===== config.mk =====
export PLATFORM = sky130hd
export DESIGN_NAME = link_partner_ability_register
export DESIGN_NICKNAME = d
export VERILOG_FILES = /design/src/verilog/partner_ability_pkg.sv /design/src/verilog/page_capture.sv /design/src/verilog/mgmt_read_port.sv /design/src/verilog/link_partner_ability_register.sv
export VERILOG_INCLUDE_DIRS = /design/src /design/src/verilog
export SDC_FILE = /design/constraint.sdc
export NUM_CORES = 1
export LEC_CHECK = 0
export BUFFER_PORTS_ARGS = -buffer_cell sky130_fd_sc_hd__buf_2
export CAP_MARGIN = 20
export CORE_UTILIZATION = 47
export CTS_CLUSTER_DIAMETER = 150
export CTS_CLUSTER_SIZE = 10
export DETAILED_ROUTE_END_ITERATION = 12
export PLACE_DENSITY_LB_ADDON = 0.05
export RECOVER_POWER = 50
export REMOVE_ABC_BUFFERS = 1
export SLEW_MARGIN = 20
export SYNTH_ARGS = -nofsm -noshare
export SYNTH_HDL_FRONTEND = slang
export SYNTH_SLANG_ARGS = --single-unit

===== constraint.sdc =====
create_clock -name clk -period 1.2 [get_ports clk]
set_input_delay 0.18 -clock clk [delete_from_list [all_inputs] [get_ports clk]]
set_output_delay 0.18 -clock clk [all_outputs]
set_load 0.02 [all_outputs]

===== src/verilog/partner_ability_consts.svh =====
// constants for the link partner ability register block
// assumes inclusion by bare name from the design files
`ifndef PARTNER_ABILITY_CONSTS_SVH
`define PARTNER_ABILITY_CONSTS_SVH

`define PA_ADDR_W 5
`define PA_DATA_W 16
`define PA_ADDR_PARTNER_ABILITY 5'h05
`define PA_RESET_VALUE 16'h0000
`define PA_BIT_NEXT_PAGE 15
`define PA_BIT_ACK 14
`define PA_BIT_FAULT_OR_MSG 13
`define PA_BIT_RSVD_OR_COMPLY 12
`define PA_BIT_ASYM_OR_TOGGLE 11
`define PA_BIT_PAUSE 10
`define PA_TECH_HI 9
`define PA_TECH_LO 5
`define PA_SEL_HI 4
`define PA_SEL_LO 0
`define PA_CODE_HI 10
`define PA_CODE_LO 0
`define PA_READ_LATENCY 1

`endif


===== src/verilog/partner_ability_pkg.sv =====
// types shared by the link partner ability register block
// assumes nothing beyond a SystemVerilog compiler
package partner_ability_pkg;
    typedef enum logic {
        VIEW_BASE,
        VIEW_NEXT
    } page_view_t;
endpackage


===== src/verilog/page_capture.sv =====
// captures received pages into the base or next-page image
// assumes page_valid pulses once per page from the negotiation engine
`timescale 1ns/1ps
`include "partner_ability_consts.svh"
module page_capture
    import partner_ability_pkg::*;
(
    // clock and reset
    input wire logic clk,
    input wire logic srst,
    // received page
    input wire logic page_valid,
    input wire logic page_is_next,
    input wire logic [15:0] page_word,
    // captured image
    output logic [15:0] image_reg,
    output page_view_t view_reg
);
    logic [15:0] base_clean;

    always_comb begin
        base_clean = page_word;
        base_clean[`PA_BIT_RSVD_OR_COMPLY] = 1'b0; // RULE6
    end

    always_ff @(posedge clk) begin
        if (srst) begin
            image_reg <= `PA_RESET_VALUE; // RULE15
        end else if (page_valid) begin
            // whole word replaced: next page supersedes base page
            image_reg <= page_is_next ? page_word : base_clean; // RULE2
        end
    end

    always_ff @(posedge clk) begin
        if (srst) begin
            view_reg <= VIEW_BASE; // RULE15
        end else if (page_valid) begin
            view_reg <= page_is_next ? VIEW_NEXT : VIEW_BASE; // RULE2
        end
    end
endmodule


===== src/verilog/mgmt_read_port.sv =====
// one-cycle read data port for the management register
// assumes strobes are single cycle and never overlap
`timescale 1ns/1ps
`include "partner_ability_consts.svh"
module mgmt_read_port (
    // clock and reset
    input wire logic clk,
    input wire logic srst,
    // request
    input wire logic rd_stb,
    input wire logic [4:0] addr,
    input wire logic [15:0] image,
    // answer
    output logic [15:0] rd_data_reg,
    output logic rd_valid_reg
);
    always_ff @(posedge clk) begin
        if (srst) begin
            rd_data_reg <= `PA_RESET_VALUE;
        end else if (rd_stb && addr == `PA_ADDR_PARTNER_ABILITY) begin
            rd_data_reg <= image; // RULE1
        end else begin
            // unmapped or idle reads return zero
            rd_data_reg <= 16'h0000;
        end
    end

    always_ff @(posedge clk) begin
        if (srst) begin
            rd_valid_reg <= 1'b0;
        end else begin
            rd_valid_reg <= rd_stb;
        end
    end
endmodule


===== src/verilog/link_partner_ability_register.sv =====
// link partner ability register at management address 0x05
// assumes negotiation engine pulses page_valid with the received word
//
// Notes on behaviour
// RULE1 - address 0x05 shows received partner ability
// RULE2 - next page replaces base page after completion
// RULE3 - bit 15 is partner next page request
// RULE4 - bit 14 is partner acknowledge, engine driven
// RULE5 - base bit 13 is partner remote fault
// RULE6 - base bit 12 reserved, reads zero
// RULE7 - base bits 11,10 asymmetric pause, pause
// RULE8 - bits 9..5 partner technology abilities; decoded only in the base view, zero in the next view
// RULE9 - base bits 4:0 partner selector
// RULE10 - next bit 13 marks message page
// RULE11 - next bit 12 partner can comply
// RULE12 - next bit 11 is toggle indication
// RULE13 - next bits 10:0 hold code field
// RULE14 - management writes change nothing
// RULE15 - reset clears both views to zero
//
// The implementer's own choice: the strobed register port.
`timescale 1ns/1ps
`include "partner_ability_consts.svh"
module link_partner_ability_register
    import partner_ability_pkg::*;
(
    // clock and reset
    input wire logic clk,
    input wire logic srst,
    // management port
    input wire logic [4:0] addr,
    input wire logic [15:0] wr_data,
    input wire logic wr_stb,
    input wire logic rd_stb,
    output logic [15:0] rd_data,
    // from negotiation engine
    input wire logic page_valid,
    input wire logic page_is_next,
    input wire logic [15:0] page_word,
    // decoded partner status
    output logic next_page_request,
    output logic partner_ack,
    output logic partner_remote_fault,
    output logic asymmetric_pause_ability,
    output logic partner_pause_ability,
    output logic partner_four_pair_ability,
    output logic partner_fast_full_duplex,
    output logic partner_fast_ability,
    output logic partner_ten_full_duplex,
    output logic partner_ten_ability,
    output logic [4:0] partner_selector,
    output logic message_page_flag,
    output logic partner_comply_ability,
    output logic partner_toggle,
    output logic [10:0] partner_code,
    output logic next_view
);
    logic [15:0] partner_ability_reg;
    page_view_t view_reg;
    logic [15:0] rd_data_reg;
    logic base_v;
    logic next_v;
    logic [15:0] w;

    // writes deliberately unused: register is read only
    page_capture u_capture (
        .clk(clk),
        .srst(srst),
        .page_valid(page_valid),
        .page_is_next(page_is_next),
        .page_word(page_word),
        .image_reg(partner_ability_reg),
        .view_reg(view_reg)
    ); // RULE14

    mgmt_read_port u_read (
        .clk(clk),
        .srst(srst),
        .rd_stb(rd_stb),
        .addr(addr),
        .image(partner_ability_reg),
        .rd_data_reg(rd_data_reg),
        .rd_valid_reg()
    );

    assign rd_data = rd_data_reg; // RULE1

    // decoded outputs registered from the next-state image
    always_comb begin
        w = partner_ability_reg;
        if (page_valid) begin
            w = page_word;
            if (!page_is_next) begin
                w[`PA_BIT_RSVD_OR_COMPLY] = 1'b0;
            end
        end
        base_v = page_valid ? !page_is_next : (view_reg == VIEW_BASE);
        next_v = !base_v;
    end

    always_ff @(posedge clk) begin
        if (srst) begin
            next_page_request <= 1'b0;
            partner_ack <= 1'b0;
        end else begin
            next_page_request <= w[`PA_BIT_NEXT_PAGE]; // RULE3
            partner_ack <= w[`PA_BIT_ACK]; // RULE4
        end
    end

    always_ff @(posedge clk) begin
        if (srst) begin
            partner_remote_fault <= 1'b0;
            asymmetric_pause_ability <= 1'b0;
            partner_pause_ability <= 1'b0;
            partner_selector <= 5'h00;
        end else begin
            partner_remote_fault <= base_v & w[`PA_BIT_FAULT_OR_MSG]; // RULE5
            asymmetric_pause_ability <= base_v & w[`PA_BIT_ASYM_OR_TOGGLE]; // RULE7
            partner_pause_ability <= base_v & w[`PA_BIT_PAUSE]; // RULE7
            partner_selector <= base_v ? w[`PA_SEL_HI:`PA_SEL_LO] : 5'h00; // RULE9
        end
    end

    always_ff @(posedge clk) begin
        if (srst) begin
            partner_four_pair_ability <= 1'b0;
            partner_fast_full_duplex <= 1'b0;
            partner_fast_ability <= 1'b0;
            partner_ten_full_duplex <= 1'b0;
            partner_ten_ability <= 1'b0;
        end else begin
            partner_four_pair_ability <= base_v & w[9]; // RULE8
            partner_fast_full_duplex <= base_v & w[8]; // RULE8
            partner_fast_ability <= base_v & w[7]; // RULE8
            partner_ten_full_duplex <= base_v & w[6]; // RULE8
            partner_ten_ability <= base_v & w[5]; // RULE8
        end
    end

    always_ff @(posedge clk) begin
        if (srst) begin
            message_page_flag <= 1'b0;
            partner_comply_ability <= 1'b0;
            partner_toggle <= 1'b0;
            partner_code <= 11'h000;
            next_view <= 1'b0;
        end else begin
            message_page_flag <= next_v & w[`PA_BIT_FAULT_OR_MSG]; // RULE10
            partner_comply_ability <= next_v & w[`PA_BIT_RSVD_OR_COMPLY]; // RULE11
            partner_toggle <= next_v & w[`PA_BIT_ASYM_OR_TOGGLE]; // RULE12
            partner_code <= next_v ? w[`PA_CODE_HI:`PA_CODE_LO] : 11'h000; // RULE13
            next_view <= next_v; // RULE2
        end
    end
endmodule


==> out/summary.md, run 1 <==
Worst hold path
- Min-Delay Path Class: primary input to register

Global routing
- via count of the first global-routing pass: 1,467
- wire length of the first global-routing pass: 6730 µm
- overall routing resource usage: 18.3%
- Overflow after GRT: 0
- number of antenna violations at the first check in global routing: 0
- largest net degree at the start of global routing: 49

Route
- residual antenna-violating net count after detailed routing: 0
- count of routing violations after the opening detailed-route iteration: 79
- Pre-antenna DRT Iters: 4
- vias per std cell: 5.11
- via count: 1,665
- total wire length: 4320 µm
- Residual DRC: 0
- average wire length per cell after detail routing: 13.3 µm

Logic synthesis
- main combinational cell family by area after synthesis: simple AND/OR/NAND/NOR gates
- prevailing post-synth register cell: sky130_fd_sc_hd__dfxtp_1
- area share of fa/ha/maj cells after synthesis: 0%
- count of mapped cells out of synthesis: 190
- post-synthesis sequential element count: 63
- number of different library cells in the post-synthesis netlist: 21
- count of flip-flops with a built-in enable after synthesis: 0
- proportion of synthesized area in mux cells: 6.93%
- synthesized-area fraction occupied by ao, oa, aoi and oai cells: 8.20%
- proportion of register bits with asynchronous set or reset after synthesis: 0%
- Post-Synthesis Mean Instance Area: 11.4 µm²
- Mapped Area: 0.00217 mm²
- XOR/XNOR Fraction of Synth Area: 0%
- sequential cell area fraction in the yosys report: 58.2%
- number of warnings printed during yosys synthesis: 0
- area fraction in and, or, nand and nor cells after synthesis: 20.6%

Worst setup path
- top cell family by delay on the critical path: flip-flops
- nature of the critical path endpoint: output port
- Max stage delay on crit path: 0.31 ns
- buffering stage count on the worst path with inverters included: 1
- ordered cell list for the critical path: clkbuf_1
- sort of element at the start of the critical path: register
- Max stage delay cell, worst path: sky130_fd_sc_hd__dfxtp_1
- maximum fanout along the worst path: 1
- Crit path arrival time: 0.85 ns
- Req. time, crit path: 1.02 ns
- kind of critical path: register to output port

Layout
- Layout Utilization: 60.2%
- share of final-layout standard cells stronger than drive strength 1: 32.8%
- Area Growth Syn to Fin: 21.9%
- number of filler cells placed in the layout: 388
- Antenna Diode Count: 0
- nets: 313
- cell area after layout: 0.00264 mm²
- most frequent standard cell in the layout excluding fill and tap cells: sky130_fd_sc_hd__buf_2
- most frequent cells in the layout: sky130_fd_sc_hd__buf_2, sky130_fd_sc_hd__dfxtp_1, sky130_fd_sc_hd__nand2b_1

Power and ir drop
- switch share: 23.6%
- power consumption: 4.08 mW
- register share of total power: 53.7%
- Peak VDD IR: 0.000810 V
- clock network fraction of design power: 36.9%
- power density normalized to cell area: 1550 mW/mm²
- leakage: 1.19 nW
- net switching power: 0.964 mW
- Int Power: 3.12 mW
- proportion of power drawn by combinational gates: 9.3%

STA
- pin slew with the least headroom to its limit: 0.692 ns
- top achievable clock speed: 967 MHz
- final setup violation count: 0
- hold violation total from the final report: 0
- post-route worst hold slack: 0.0576 ns
- worst relative slew slack: 53.9%
- final clock skew: 0.00382 ns
- final worst-path cycle share: 86.2%
- Setup WS post-layout: 0.166 ns
- min cycle time layout: 1.03 ns
- RSZ-0062 raised after global routing: no
- number of slew-limit violations in the final report: 0

Floorplanning
- boundary pin count: 89
- horizontal die dimension: 69.9 µm
- area of the placeable core: 0.00438 mm²
- die area: 0.00489 mm²
- total number of placement rows: 24
- die boundary height: 69.9 µm
- starting density of the core: 49.4%

Run status
- run status: finished clean

CTS
- root buf cell: sky130_fd_sc_hd__clkbuf_8
- maximum clock path buffer count: 2
- count of H-tree levels built during CTS: 3
- Setup Buffers After CTS: 0
- clock buffers created by TritonCTS: 9
- clock transition at the registers of the reported paths: 0.06 ns
- CTS sink cnt: 63
- later-pin clock latency in the skew report: 0.33 ns
- CTS tree: built

Placed design
- number of I/O port buffers: 71
- Setup WS pre-CTS: -0.00230 ns
- dpl cell area: 0.00256 mm²
- final estimated routing congestion in global placement: 0.705
- half-perimeter wire length after detailed placement: 2950 µm

Run
- reported max-cap violation count: 0

[cell type report]
type / count / area (µm²) / share of cell area, %
Sequential cell: 63 / 1260 / 47.7
Multi-Input combinational cell: 113 / 722 / 27.3
Timing Repair Buffer: 83 / 435 / 16.5
Clock buffer: 14 / 153 / 5.78
Tap cell: 52 / 65.1 / 2.46
Clock inverter: 1 / 5.00 / 0.189
[path summary, 6_finish.rpt]
check                                        from                                  to  slack, ns  cells after the start
max reg2reg       u_capture.view_reg$_SDFFE_PP0P_  partner_ten_full_duplex$_SDFF_PP0_       0.19                      2
min                                       addr[1]   u_read.rd_data_reg[12]$_SDFF_PP0_       0.06                      2
min reg2reg  u_capture.image_reg[14]$_SDFFE_PP0P_   u_read.rd_data_reg[14]$_SDFF_PP0_       0.44                      2
max          partner_four_pair_ability$_SDFF_PP0_           partner_four_pair_ability       0.17                      1
[metrics by stage]
stage                     setup TNS, ns  instances
final                                 0        326
after global routing                  0        326
after CTS                             0        326
after detailed placement       -0.00230        311
after global placement                0        311
after floorplan                  -0.638        176
[power groups by stage]
stage | registers, mW | clock network [mW] | logic, mW
after global routing | 2.20 | 1.62 | 0.415
after global placement | 2.24 | 0 | 0.394
final | 2.19 | 1.51 | 0.381
after detailed placement | 2.24 | 0 | 0.397
after floorplan | 2.29 | 0 | 0.151
after CTS | 2.19 | 1.54 | 0.397
[cells in the mapped netlist (all sizes together) (3+ instances only)]
master | instances | area [µm²]
mux2i | 15 | 150
nand2 | 4 | 22.5
o22ai | 26 | 163
dfxtp | 63 | 1260
nand2b | 30 | 188
nor4 | 3 | 18.8
a21oi | 3 | 15.0
nor2 | 15 | 56.3
nor3 | 12 | 110
buf | 13 | 129
[per-layer routing]
layer	global-route usage (%)	share of wire, %	wire length [µm]	vias to the layer above
met5	0	0	0	-
met4	12.9	2.3	101	0
met3	5.34	6.3	271	11
met2	27.1	45	1940	65
met1	22.7	46	2010	768
li1	-	-	-	821
[kinds of logic (layout without fill, tap and decap cells)]
logic type | count (synthesis) | after routing
AND/OR/NAND/NOR | 69 | 69
flip-flops | 63 | 63
AO/OA/AOI/OAI | 29 | 29
multiplexers | 15 | 15
buffers and inverters | 14 | 98
[repair_timing]
| item | in CTS | in global routing |
|---|---|---|
| resized for setup | 0 | 1 |
| hold buffers | 0 | 0 |
| setup endpoints to repair | 0 | 10 |
| hold endpoints to repair | 0 | 0 |
(Power assumes the default switching activity.)
==> inputs of run 2 (changes only) <==
--- a/config.mk
+++ b/config.mk
@@ -8,7 +8,9 @@
 export LEC_CHECK = 0
 export BUFFER_PORTS_ARGS = -buffer_cell sky130_fd_sc_hd__buf_2
 export CAP_MARGIN = 20
-export CORE_UTILIZATION = 47
+export CELL_PAD_IN_SITES_DETAIL_PLACEMENT = 0
+export CELL_PAD_IN_SITES_GLOBAL_PLACEMENT = 1
+export CORE_UTILIZATION = 35
 export CTS_CLUSTER_DIAMETER = 150
 export CTS_CLUSTER_SIZE = 10
 export DETAILED_ROUTE_END_ITERATION = 12
==> constraint.sdc (replaced) <==
create_clock -name clk -period 1.2 [get_ports clk]
set_input_delay 0.12 -clock clk [delete_from_list [all_inputs] [get_ports clk]]
set_output_delay 0.12 -clock clk [all_outputs]
set_load 0.02 [all_outputs]
==> out/summary.md, run 2 (synthesis results as in run 1) <==
Route
- Pre-antenna DRT Iters: 4
- count of routing violations after the opening detailed-route iteration: 56
- average wire length per cell after detail routing: 13.8 µm
- Residual DRC: 0
- residual antenna-violating net count after detailed routing: 0
- via count: 1,626
- vias per std cell: 4.69
- total wire length: 4790 µm

Worst setup path
- worst setup slack for register-to-register paths: 0.18 ns
- CP startpoint: addr[1]
- Critical R2R Capture: partner_selector[2]$_SDFF_PP0_
- kind of critical path: primary input to register
- Req. time, crit path: 1.45 ns
- Worst Reg2Reg Path Length in Cells: 2
- ordered cell list for the critical path: dlygate4sd3_1, clkbuf_1, nand2b_1, buf_4, nor4b_2
- Worst Setup EP: u_read.rd_data_reg[15]$_SDFF_PP0_
- nature of the critical path endpoint: register
- Max stage delay cell, worst path: sky130_fd_sc_hd__dlygate4sd3_1
- critical register-to-register path startpoint: u_capture.view_reg$_SDFFE_PP0P_
- maximum fanout along the worst path: 7
- Max stage delay on crit path: 0.54 ns
- sort of element at the start of the critical path: primary input
- Crit path arrival time: 1.36 ns

Worst hold path
- Min-Delay Path Class: primary input to register

Layout
- most frequent standard cell in the layout excluding fill and tap cells: sky130_fd_sc_hd__dfxtp_1
- most frequent cells in the layout: sky130_fd_sc_hd__dfxtp_1, sky130_fd_sc_hd__buf_2, sky130_fd_sc_hd__nand2b_1, sky130_fd_sc_hd__clkbuf_1, sky130_fd_sc_hd__o22ai_1
- nets: 312
- number of filler cells placed in the layout: 630
- share of final-layout standard cells stronger than drive strength 1: 29.0%
- Register Area: 0.00126 mm²
- Area Growth Syn to Fin: 25.1%
- Layout Cells excl Fill: 347
- Antenna Diode Count: 0
- area of combinational cells with multiple inputs: 773 µm²

Power and ir drop
- Peak VDD IR: 0.000653 V
- power density normalized to cell area: 1530 mW/mm²
- leakage: 1.11 nW
- power consumption: 4.14 mW

Run
- reported max-cap violation count: 0

Floorplanning
- die area: 0.00651 mm²
- die boundary height: 80.7 µm
- total number of placement rows: 28
- horizontal die dimension: 80.7 µm
- area of the placeable core: 0.00596 mm²
- starting density of the core: 36.4%
- boundary pin count: 89

STA
- number of slew-limit violations in the final report: 0
- final setup TNS: 0 ns
- final worst-path cycle share: 93.0%
- post-route worst hold slack: 0.0377 ns
- final setup violation count: 0
- final clock skew: 0.00491 ns
- RSZ-0062 raised after global routing: no
- worst relative slew slack: 79.1%
- min cycle time layout: 1.12 ns
- top achievable clock speed: 896 MHz
- pin slew with the least headroom to its limit: 0.314 ns
- hold violation total from the final report: 0

CTS
- clock buffers created by TritonCTS: 9
- count of H-tree levels built during CTS: 3
- Setup Buffers After CTS: 0
- maximum clock path buffer count: 2
- clock transition at the registers of the reported paths: 0.06 ns
- CTS tree: built
- root buf cell: sky130_fd_sc_hd__clkbuf_8
- CTS sink cnt: 63
- later-pin clock latency in the skew report: 0.33 ns

Global routing
- largest net degree at the start of global routing: 49
- overall routing resource usage: 16.0%
- Overflow after GRT: 0
- via count of the first global-routing pass: 1,548
- number of antenna violations at the first check in global routing: 0
- wire length of the first global-routing pass: 7430 µm

Run status
- run status: finished clean

Placed design
- half-perimeter wire length after detailed placement: 3250 µm
- placed insts: 332
- final estimated routing congestion in global placement: 0.678
- number of I/O port buffers: 71

-- run 2: cell count changes in the layout (fill, tap and decap cells not counted), sizes merged --
| cell | delta |
|---|---|
| dlygate4sd3 | +1 |
| clkbuf | +17 |
| buf | -20 |
-- run 2: layout make-up --
class                   instances  area share [%]
clock inverters                 1           0.185
repair buffers                 82            15.4
well taps                      75            3.46
flip-flops and latches         63            46.5
multi-input cells             113            28.5
clock buffers                  13            5.86
-- run 2: power breakdown --
group / internal, mW / total, mW / switching, mW
registers: 2.17 / 2.19 / 0.0264
logic: 0.156 / 0.392 / 0.236
clock network: 0.837 / 1.55 / 0.717
total: 3.16 / 4.14 / 0.979
-- run 2: worst min-delay path by stage --
stage | start | end | slack (ns) | depth (start not counted)
6_report | addr[0] | u_read.rd_data_reg[12]$_SDFF_PP0_ | 0.04 | 3
5_1_grt | addr[0] | u_read.rd_data_reg[13]$_SDFF_PP0_ | 0.03 | 3
4_1_cts | addr[0] | u_read.rd_data_reg[12]$_SDFF_PP0_ | 0.02 | 3
3_5_place_dp | addr[1] | u_read.rd_data_reg[12]$_SDFF_PP0_ | 0.33 | 2
3_3_place_gp | addr[1] | u_read.rd_data_reg[13]$_SDFF_PP0_ | 0.34 | 2
2_1_floorplan | srst | partner_comply_ability$_SDFF_PP0_ | 0.19 | 1
-- run 2: routing by layer --
layer | wire length (µm) | up-vias | track usage, %
li1 | - | 821 | -
met1 | 2240 | 751 | 18.8
met2 | 2190 | 49 | 25.4
met3 | 315 | 5 | 7.50
met4 | 48 | 0 | 5.36
met5 | 0 | - | 0
-- run 2: metrics by stage --
stage | utilization, % | setup WS [ns] | area, µm²
floorplan | - | -0.0470 | 2030
global placement | 43.2 | 0.0589 | 2570
detailed placement | 43.2 | 0.0743 | 2570
CTS | 46.1 | 0.0592 | 2750
global route | 45.5 | 0.0319 | 2710
finish | 45.5 | 0.0841 | 2710
-- run 2: what timing repair did --
action,4_1_cts,5_1_grt
endpoints found under the setup margin,0,1
resized for setup,0,1
hold buffers,1,0
endpoints found under the hold margin,3,0
-- run 2: critical path, delay by kind of cell --
family	cells	cell delay (ns)
and+or+nand+nor	2	0.37
buffers and inverters	3	0.86
